===== src/cadsc_pkg.sv =====
// Package for the core alignment and delayed-branch control block
package cadsc_pkg;
	localparam int unsigned ADDR_W         = 32;            // Flat linear address width
	localparam logic [31:0] VEC_BASE_RST   = 32'h000FFC00;  // Vector table base after reset
	localparam logic [31:0] VEC_TOP_RST    = 32'h000FFFFF;  // Last byte of initial table
	localparam logic [31:0] DIR_LIM_BYTE   = 32'h000000FF;  // Direct window, byte
	localparam logic [31:0] DIR_LIM_HALF   = 32'h000001FF;  // Direct window, halfword
	localparam logic [31:0] DIR_LIM_WORD   = 32'h000003FF;  // Direct window, word
	localparam logic [31:0] MASK_HALF      = 32'hFFFFFFFE;  // Clears bit 0
	localparam logic [31:0] MASK_WORD      = 32'hFFFFFFFC;  // Clears bits 1..0
	localparam logic [31:0] PC_STEP16      = 32'h00000002;  // Halfword step
	localparam logic [31:0] PC_STEP32      = 32'h00000004;  // Two-halfword step
	localparam logic [31:0] PC_STEP48      = 32'h00000006;  // Three-halfword step
	localparam logic [31:0] MASK_NONE      = 32'hFFFFFFFF;  // Byte access, address kept
	localparam logic [1:0]  TAKEN_CYCLES   = 2'h2;          // Non-delayed taken branch cost
	localparam logic [1:0]  ONE_CYCLE      = 2'h1;          // Single-cycle cost

	typedef enum logic [1:0] {
		CADSC_W_BYTE = 2'b00,
		CADSC_W_HALF = 2'b01,
		CADSC_W_WORD = 2'b10
	} cadsc_width_t;

	typedef enum logic [1:0] {
		CADSC_ILEN_16 = 2'b00,
		CADSC_ILEN_32 = 2'b01,
		CADSC_ILEN_48 = 2'b10
	} cadsc_ilen_t;

	typedef enum logic [2:0] {
		CADSC_BR_NONE = 3'b000,  // Not a branch
		CADSC_BR_REL  = 3'b001,  // Relative or conditional branch
		CADSC_BR_IND  = 3'b010,  // Register-indirect jump
		CADSC_BR_CALL = 3'b011,  // Call (relative or indirect)
		CADSC_BR_RET  = 3'b100   // Return via return pointer
	} cadsc_br_t;

	typedef enum logic [1:0] {
		CADSC_ST_RUN  = 2'b00,   // Normal issue
		CADSC_ST_SLOT = 2'b01,   // Next retire is the delay slot
		CADSC_ST_BUB  = 2'b10    // Extra cycle of a taken plain branch
	} cadsc_state_t;

	// One retiring instruction, as reported by decode/execute
	typedef struct packed {
		logic          valid;     // Instruction retires this cycle
		cadsc_ilen_t   ilen;      // Encoded length
		cadsc_br_t     br;        // Branch kind
		logic          delayed;   // Has a delay slot
		logic          cond_ok;   // Condition true on current flags
		logic          undef;     // Undefined opcode
		logic [31:0]   rel_tgt;   // Relative target
		logic [31:0]   reg_val;   // Indirect register value now
	} cadsc_retire_t;

	// One data access request
	typedef struct packed {
		logic          valid;     // Access wanted
		cadsc_width_t  width;     // Byte, halfword or word
		logic          direct;    // Direct-addressing form
		logic [31:0]   base;      // Base register value
		logic [31:0]   index;     // Index or displacement
	} cadsc_dreq_t;
endpackage : cadsc_pkg


===== src/cadsc_ctrl.sv =====
// Alignment, memory map and delayed-branch control for the core
`timescale 1ns/1ps
`default_nettype none
// What this block does
// - Sequential program counter updates always clear bit zero.
// - Odd branch targets fetch with bit zero ignored, no misalign exception.
// - Word data accesses clear the two lowest effective address bits.
// - Halfword accesses clear bit zero; byte accesses pass unchanged.
// - Masking applies only to the adder result, never to source registers.
// - Addresses are one flat 32-bit linear space.
// - Direct window reaches 0FF byte, 1FF halfword, 3FF word.
// - Vector table sits at 000FFC00..000FFFFF after reset, movable later.
// - Fetch handles 16-bit base instructions and 32 or 48-bit extensions.
// - Loads and stores support byte, halfword and word widths.
// - The one instruction after a delayed branch runs before the target.
// - A delayed branch costs one apparent cycle.
// - Only the program counter update is reordered; registers stay in order.
// - Delayed indirect jump uses the register value before the slot.
// - Delayed return uses the return pointer held before the slot.
// - Delayed conditional branch decides on flags before the slot.
// - Delayed call writes the return pointer before the slot runs.
// - No step trace trap between a delayed branch and its slot.
// - No interrupt or NMI accepted between a delayed branch and its slot.
// - Undefined opcode in a slot executes as a no-operation.
// - Plain branch costs two cycles taken, one not taken, no slot.
module cadsc_ctrl
	import cadsc_pkg::*;
(
	input  wire logic          clk_in,          // Core clock, 100 MHz
	input  wire logic          rst_n_in,        // Async reset, active low
	input  wire cadsc_retire_t ret_in,          // Retiring instruction
	input  wire cadsc_dreq_t   dreq_in,         // Data access request
	input  wire logic          irq_req_in,      // Maskable interrupt pending
	input  wire logic          nmi_req_in,      // NMI pending
	input  wire logic          trace_en_in,     // Step trace flag set
	input  wire logic          tbp_we_in,       // Table base pointer write
	input  wire logic [31:0]   tbp_wdata_in,    // Table base pointer data
	input  wire logic [31:0]   rp_wdata_in,     // Return pointer write data
	input  wire logic          rp_we_in,        // Return pointer write (in order)
	output logic [31:0]        pc_out,          // Fetch program counter
	output logic [31:0]        daddr_out,       // Aligned data address
	output cadsc_width_t       dwidth_out,      // Data access width
	output logic               dvalid_out,      // Data access issued
	output logic               dir_err_out,     // Direct address outside window
	output logic [31:0]        rp_out,          // Return pointer
	output logic [31:0]        tbp_out,         // Table base pointer
	output logic               in_slot_out,     // Next retire is a delay slot
	output logic               slot_nop_out,    // Slot undefined op squashed
	output logic               irq_ack_out,     // Interrupt accepted
	output logic               nmi_ack_out,     // NMI accepted
	output logic               trace_trap_out,  // Step trace trap raised
	output logic               stall_out        // Fetch bubble for taken plain branch
);

	cadsc_state_t st_q, st_d;
	logic [31:0]  pc_q, pc_d;
	logic [31:0]  tgt_q;              // Target latched at the branch
	logic         tgt_go_q;           // Slot ends in a redirect
	logic [31:0]  rp_q, tbp_q;
	logic [31:0]  daddr_q;
	cadsc_width_t dwidth_q;
	logic         dvalid_q, dir_err_q, slot_nop_q;
	logic         irq_ack_q, nmi_ack_q, trace_q, stall_q;
	logic         in_slot_q;          // Registered copy of the slot state

	// Decode of the retiring instruction
	wire         is_br     = ret_in.valid && (ret_in.br != CADSC_BR_NONE);
	wire         br_taken  = is_br && ((ret_in.br != CADSC_BR_REL) || ret_in.cond_ok);
	wire         dly_br    = is_br && ret_in.delayed && (st_q == CADSC_ST_RUN);
	wire         slot_ret  = ret_in.valid && (st_q == CADSC_ST_SLOT);
	wire [31:0]  ilen_step = (ret_in.ilen == CADSC_ILEN_48) ? PC_STEP48 :
	                         (ret_in.ilen == CADSC_ILEN_32) ? PC_STEP32 :
	                         PC_STEP16;
	wire [31:0]  seq_pc    = (pc_q + ilen_step) & MASK_HALF;
	wire [31:0]  ret_addr  = pc_q + ilen_step + (ret_in.delayed ? PC_STEP16 : 32'h00000000);
	// Target sampled now, before any slot write lands
	wire [31:0]  br_tgt    = (ret_in.br == CADSC_BR_RET) ? rp_q :
	                         (ret_in.br == CADSC_BR_REL) ? ret_in.rel_tgt :
	                         ret_in.reg_val;
	wire [31:0]  tgt_fetch = br_tgt & MASK_HALF;
	wire         is_call   = is_br && (ret_in.br == CADSC_BR_CALL) && (st_q == CADSC_ST_RUN);

	// Effective address: raw operands add, result alone is masked
	wire [31:0]  ea_sum    = dreq_in.base + dreq_in.index;
	wire [31:0]  ea_mask   = (dreq_in.width == CADSC_W_WORD) ? MASK_WORD :
	                         (dreq_in.width == CADSC_W_HALF) ? MASK_HALF :
	                         MASK_NONE;
	wire [31:0]  dir_lim   = (dreq_in.width == CADSC_W_WORD) ? DIR_LIM_WORD :
	                         (dreq_in.width == CADSC_W_HALF) ? DIR_LIM_HALF :
	                         DIR_LIM_BYTE;
	wire         dir_bad   = dreq_in.valid && dreq_in.direct && (ea_sum > dir_lim);

	// Events are held off while the slot is outstanding
	wire         shield    = (st_q == CADSC_ST_SLOT) || dly_br;

	// Next state and program counter
	always_comb begin
		st_d = st_q;
		pc_d = pc_q;
		case (st_q)
			CADSC_ST_RUN: begin
				if (dly_br) begin
					st_d = CADSC_ST_SLOT;
					pc_d = seq_pc;
				end else if (br_taken) begin
					st_d = CADSC_ST_BUB;
					pc_d = tgt_fetch;
				end else if (ret_in.valid) begin
					pc_d = seq_pc;
				end
			end
			CADSC_ST_SLOT: begin
				if (slot_ret) begin
					st_d = CADSC_ST_RUN;
					pc_d = tgt_go_q ? tgt_q : seq_pc;
				end
			end
			CADSC_ST_BUB: begin
				st_d = CADSC_ST_RUN;
			end
			default: begin
				st_d = CADSC_ST_RUN;
			end
		endcase
	end

	// Control state
	always_ff @(posedge clk_in or negedge rst_n_in) begin
		if (!rst_n_in) begin
			st_q     <= CADSC_ST_RUN;
			pc_q     <= 32'h00000000;
			tgt_q    <= 32'h00000000;
			tgt_go_q <= 1'b0;
			in_slot_q <= 1'b0;
		end else begin
			st_q     <= st_d;
			in_slot_q <= (st_d == CADSC_ST_SLOT);
			pc_q     <= pc_d;
			if (dly_br) begin
				tgt_q    <= tgt_fetch;
				tgt_go_q <= br_taken;
			end
		end
	end

	// Return pointer: call writes at the branch, slot sees the new value
	always_ff @(posedge clk_in or negedge rst_n_in) begin
		if (!rst_n_in) begin
			rp_q <= 32'h00000000;
		end else if (is_call) begin
			rp_q <= ret_addr;
		end else if (rp_we_in) begin
			rp_q <= rp_wdata_in;
		end
	end

	// Table base pointer, starts at the initial vector region
	always_ff @(posedge clk_in or negedge rst_n_in) begin
		if (!rst_n_in) begin
			tbp_q <= VEC_BASE_RST;
		end else if (tbp_we_in) begin
			tbp_q <= tbp_wdata_in;
		end
	end

	// Data access stage
	always_ff @(posedge clk_in or negedge rst_n_in) begin
		if (!rst_n_in) begin
			daddr_q   <= 32'h00000000;
			dwidth_q  <= CADSC_W_BYTE;
			dvalid_q  <= 1'b0;
			dir_err_q <= 1'b0;
		end else begin
			daddr_q   <= ea_sum & ea_mask;
			dwidth_q  <= dreq_in.width;
			dvalid_q  <= dreq_in.valid && !dir_bad;
			dir_err_q <= dir_bad;
		end
	end

	// Event acceptance and slot squash
	always_ff @(posedge clk_in or negedge rst_n_in) begin
		if (!rst_n_in) begin
			irq_ack_q  <= 1'b0;
			nmi_ack_q  <= 1'b0;
			trace_q    <= 1'b0;
			slot_nop_q <= 1'b0;
			stall_q    <= 1'b0;
		end else begin
			nmi_ack_q  <= nmi_req_in && !shield;
			irq_ack_q  <= irq_req_in && !nmi_req_in && !shield;
			trace_q    <= trace_en_in && ret_in.valid && !shield;
			slot_nop_q <= slot_ret && ret_in.undef;
			stall_q    <= (st_d == CADSC_ST_BUB);
		end
	end

	assign pc_out         = pc_q;
	assign daddr_out      = daddr_q;
	assign dwidth_out     = dwidth_q;
	assign dvalid_out     = dvalid_q;
	assign dir_err_out    = dir_err_q;
	assign rp_out         = rp_q;
	assign tbp_out        = tbp_q;
	assign in_slot_out    = in_slot_q;
	assign slot_nop_out   = slot_nop_q;
	assign irq_ack_out    = irq_ack_q;
	assign nmi_ack_out    = nmi_ack_q;
	assign trace_trap_out = trace_q;
	assign stall_out      = stall_q;
endmodule : cadsc_ctrl
`default_nettype wire


===== config.mk =====
export PLATFORM = sky130hd
export DESIGN_NAME = cadsc_ctrl
export DESIGN_NICKNAME = d
export VERILOG_FILES = /design/src/cadsc_pkg.sv /design/src/cadsc_ctrl.sv
export SDC_FILE = /design/constraint.sdc
export NUM_CORES = 1
export LEC_CHECK = 0
export BUFFER_PORTS_ARGS = -buffer_cell sky130_fd_sc_hd__buf_2
export CELL_PAD_IN_SITES_DETAIL_PLACEMENT = 1
export CELL_PAD_IN_SITES_GLOBAL_PLACEMENT = 2
export CORE_MARGIN = 2
export CORE_UTILIZATION = 27
export DETAILED_ROUTE_END_ITERATION = 10
export PLACE_DENSITY_LB_ADDON = 0.3
export SYNTH_ARGS = -nofsm -noshare
export SYNTH_HDL_FRONTEND = slang
export SYNTH_SLANG_ARGS = --single-unit

===== constraint.sdc =====
create_clock -name clk_in -period 3.85 [get_ports clk_in]
set_clock_uncertainty 0.15 [all_clocks]
set_input_delay 0.77 -clock clk_in [delete_from_list [all_inputs] [get_ports clk_in]]
set_output_delay 0.77 -clock clk_in [all_outputs]
set_load 0.03 [all_outputs]

==> reports/results.txt <==
Synthesis handed over a netlist of 1189 instances. The final cycle utilization of the critical path was 99.29%. In the final routed layout, each cell accounts on average for 19.56 um. The count of placed standard cells including taps is 2156.

The count of endpoints failing hold in the final timing report was 0; the total of hold buffers inserted after clock tree synthesis was 0. The largest voltage drop on the vdd net was 0.3150 mV; the actual slew at the worst max-slew pin was 1131 ps. The depth of the most critical reg-to-reg path was 13; the unique cell type count in the Yosys netlist was 73. Final cell area excluding filler cells: 0.01525 mm^2. For this run the aggregate overflow at the end of global routing stands at 0.

The capturing point of the worst reg2reg path was rp_out[24]. The number of nets handed over by synthesis was 1442. For this design the static power due to leakage is 7.074 nW.

Clock-pin slew was measured on the worst setup and hold paths at 70 ps. Sorting the synthesized cells by area gives the leading types as dfrtp_1 37%, mux2i_1 5.5%, a21oi_1 5.2%, o21ai_0 5.0%, nand2_1 4.8%. For this block, the initial DRC count from the detailed router was 432. Across all register-to-register paths, the minimum setup slack is 320 ps. For the critical path required time, the log shows 4040 ps.

The via count of the routed design was 10790. Among all flip-flop cells after synthesis, the most frequent one is dfrtp_1. During I/O placement, the number of pins put on the boundary was 350.

At the end of the flow, the number of nets in the layout was 1907. TritonCTS built the clock tree. Of all cell types, the one taking the most synthesized area is dfrtp_1. Row generation in the floorplan step produced 73 rows.

The fraction of final layout cells with drive strength greater than 1 was 39.17%; the number of synthesized flops with an enable pin was 0. Setup repair after global routing could not meet its margin everywhere. For the weighted congestion reported at the end of routability-driven placement, the log shows 0.8536.

Largest net degree at the start of global routing: 70. In this run the deepest clock path goes through 2 buffers. The DRC violations left is 0. At the worst endpoint, the arrival time is 4020 ps. The power density relative to cell area was 496.1 mW/mm^2; the top cell type's share of synthesized area was 37.13%. After synthesis the netlist holds a flip-flop and latch count of 171. The time the worst path needs with I/O delays and setup was 3823 ps. The run gives 27.31% as the starting density of the core. STA classifies the critical path startpoint as an input port. The logs give 0.01085 mm^2 for the cell area after synthesis and 7 for the number of antenna violations at the first check in global routing.

Summed over all layers, the routed wires come to 43.00 mm. The count of nets left with antenna violations once routing finished came out at 0. The endpoint class of the critical path is a register. The via count of the first global-routing pass was 11440; the final-layout setup total negative slack was 0 ps. The final standard cell count with taps included and fillers excluded came out at 2198.

The run gives 460 ps as the clock insertion delay at the later pin of the skew report. The logs give 126.3 ps for the smallest hold slack and 5 for the number of iterations in the first detailed-routing pass. The worst max-slew margin expressed relative to the limit was 24.60%; the total core area was 0.03973 mm^2.

The largest single stage delay on the critical path is 390 ps. The tools report the root buffer cell as clkbuf_16. The run gives 33.4% as the sequential fraction of design power.

The die outline width works out to 204.5 um. Fraction of power consumed by the clock network: 26.0%. Startpoint-to-endpoint class of the critical path: in2reg.

The flow ran to the end, and the final reports show no timing, DRC or antenna violations. The number of warnings reported in the yosys synthesis log is 0, and the internal power is 4.526 mW. In this run the vertical extent of the chip is 204.5 um. Detailed placement ended at an HPWL of 32.98 mm. Buffers inserted during clock tree synthesis total 17. The first global-routing pass estimated 65.87 mm of wire. The switching power of the nets was 3.038 mW; the switching part of the total power was 40.16%. The run gives 0.2616 GHz as the upper clock frequency limit. Total power for the finished layout comes to 7.564 mW. The tools report the beginning of the worst register-to-register path as pc_out[1]. Setup violations remaining at the end of the flow were counted as 0.

The tools report the total count of max-transition violations in the final report as 0. Along the worst path, the maximum fanout reaches 2. The slowest stage of the critical path belongs to the cell o311a_1. The run gives 0.01442 mm^2 as the area of placed instances. Per report_power, the combinational group accounts for 40.5% of the total. In this run the number of H-tree levels came out at 4.

Compared with the post-synthesis result, the final layout area differs by 40.49%. The class of the worst hold path was in2async. The capturing element of the worst setup path was dir_err_out.

The tool flagged a number of max-cap violations equal to 0. The die outline area is 0.04181 mm^2. The critical path goes through buf_2 -> ha_1 -> a21o_1 -> a31oi_4 -> nand2_2 -> a31oi_4 -> o21ai_1 -> xor2_1 -> ha_1 -> and4b_1 -> nand3_1 -> nor4_2 -> a21oi_2 -> and4b_1 -> nand4_1 -> o311a_1.

The mean instance size in the synthesized netlist is 9.127 um^2. After synthesis, the share of flip-flops with an asynchronous set or reset is 100.0%. The startpoint of the worst setup timing path was dreq_in[4].

In this run the tool buffered the top-level ports with 346 buffer cells. Using the TritonRoute via totals, the vias-per-cell ratio works out to 4.910. Sequential elements use 39.55% of the synthesized area.

The combined global-route utilization of all metal layers was 20.52%. The run gives 171 as the TritonCTS sink count.
[power by group through the flow]
| stage | combinational [mW] | sequential, mW | clock [mW] |
|---|---|---|---|
| global route | 3.34 | 2.59 | 2.09 |
| detailed placement | 3.06 | 2.55 | 0 |
| CTS | 3.07 | 2.53 | 2.04 |
| floorplan | 1.33 | 2.95 | 0 |
| finish | 3.07 | 2.53 | 1.97 |
| global placement | 2.99 | 2.54 | 0 |
[final cells by class]
class                      count  area, um^2
fill                        4734       24490
multi-input combinational    925        6462
sequential                   171        4293
timing repair buffer         516        3064
tap                          525       656.9
clock buffer                  23       498.0
clock inverter                 9       157.7
inverter                      23       98.84
antenna                        6       15.01
[critical path: cells and delay by family]
family	cells	cell delay, ps
AO/OA/AOI/OAI	6	1220
adder cells (fa/ha/maj)	2	650
buffers and inverters	1	100
AND/OR/NAND/NOR	6	1110
XOR/XNOR	1	170
[cell usage after synthesis, types with 4 or more instances]
cell and number:
dfrtp_1 161, nand2_1 139, a21oi_1 112, o21ai_0 109
nor2_1 78, mux2i_1 60, clkbuf_1 53, xnor2_1 50
ha_1 39, mux2_2 35, a22o_1 31, xor2_1 26
inv_1 23, nand3_1 23, a211oi_1 18, nor3_1 18
a21o_1 14, and2_1 14, nor2b_1 14, and3_1 13
or3_1 13, nand4_1 12, dfstp_2 10, nor4_1 9
o211ai_1 9, buf_1 8, a31oi_1 7, nor3b_1 6
and4_1 5, nand2b_1 5, buf_2 4, buf_6 4
nor4b_1 4, o21bai_1 4
[per-layer routing]
metal  up-vias  wire length [um]  global-route usage, %  share of wire, %
li1       5221                 -                      -                 -
met1      5321             19270                  26.59                45
met4         2               812                  5.952               1.9
met3        43              1706                  3.619               4.0
met5         -                11                      0             0.026
met2       206             21200                  34.85                49
[placed cells by master, fill, tap and decap left out, types with 15 or more instances in the layout]
cell and count:
buf_2 344, buf_4 165, dfrtp_1 160, nand2_1 137, a21oi_1 108, o21ai_0 108, nor2_1 77, mux2i_1 60
xnor2_1 47, ha_1 37, mux2_2 35, a22o_1 31, xor2_1 26, inv_1 20, nand3_1 20, a211oi_1 18
clkbuf_16 17, nor3_1 15
[how the worst min path moves through the flow]
stage | startpoint | endpoint | slack, ps | cells past startpoint
6_report | rst_n_in | rp_out[14] | 130 | 1
5_1_grt | rst_n_in | rp_out[14] | 150 | 1
4_1_cts | rst_n_in | pc_out[16] | 130 | 1
3_5_place_dp | tgt_q[20] | tgt_q[20] | 320 | 2
3_3_place_gp | tgt_q[8] | tgt_q[8] | 310 | 2
2_1_floorplan | tgt_q[8] | tgt_q[8] | 290 | 2
[per-stage QoR]
step | worst slack [ps] | util (%)
CTS | 18.17 | 37.95
finish | 27.24 | 38.37
detailed placement | -527.7 | 36.28
global route | -97.98 | 38.37
floorplan | -2.075 | -
global placement | -412.1 | 36.28
[what timing repair did]
action | 4_1_cts | 5_1_grt
setup buffers | 0 | 4
resized for setup | 1 | 27
pin swaps | 0 | 14
endpoints found under the setup margin | 1 | 14
[flip-flops by register name, summed over array words and instances (netlist names)]
name            count
rp_out             32
tbp_out            32
dir_err_out         1
st_q                2
slot_nop_out        1
stall_out           1
daddr_out          32
tgt_q              31
dwidth_out          2
dvalid_out          1
pc_out             31
nmi_ack_out         1
in_slot_out         1
trace_trap_out      1
irq_ack_out         1
tgt_go_q            1
[kinds of logic (layout without fill, tap and decap cells)]
kind of cell / after synthesis / count (layout) / synth area share [%]
mux: 95 / 95 / 9.166
compound gates: 339 / 339 / 19.14
buf+inv: 93 / 571 / 3.574
simple gates: 373 / 373 / 17.54
other cells: 1 / 7 / 0.03456
xor+xnor: 76 / 76 / 6.134
fa+ha+maj: 41 / 41 / 4.866
flops: 171 / 171 / 39.55
Note: power is estimated with default switching activity, not from simulation.
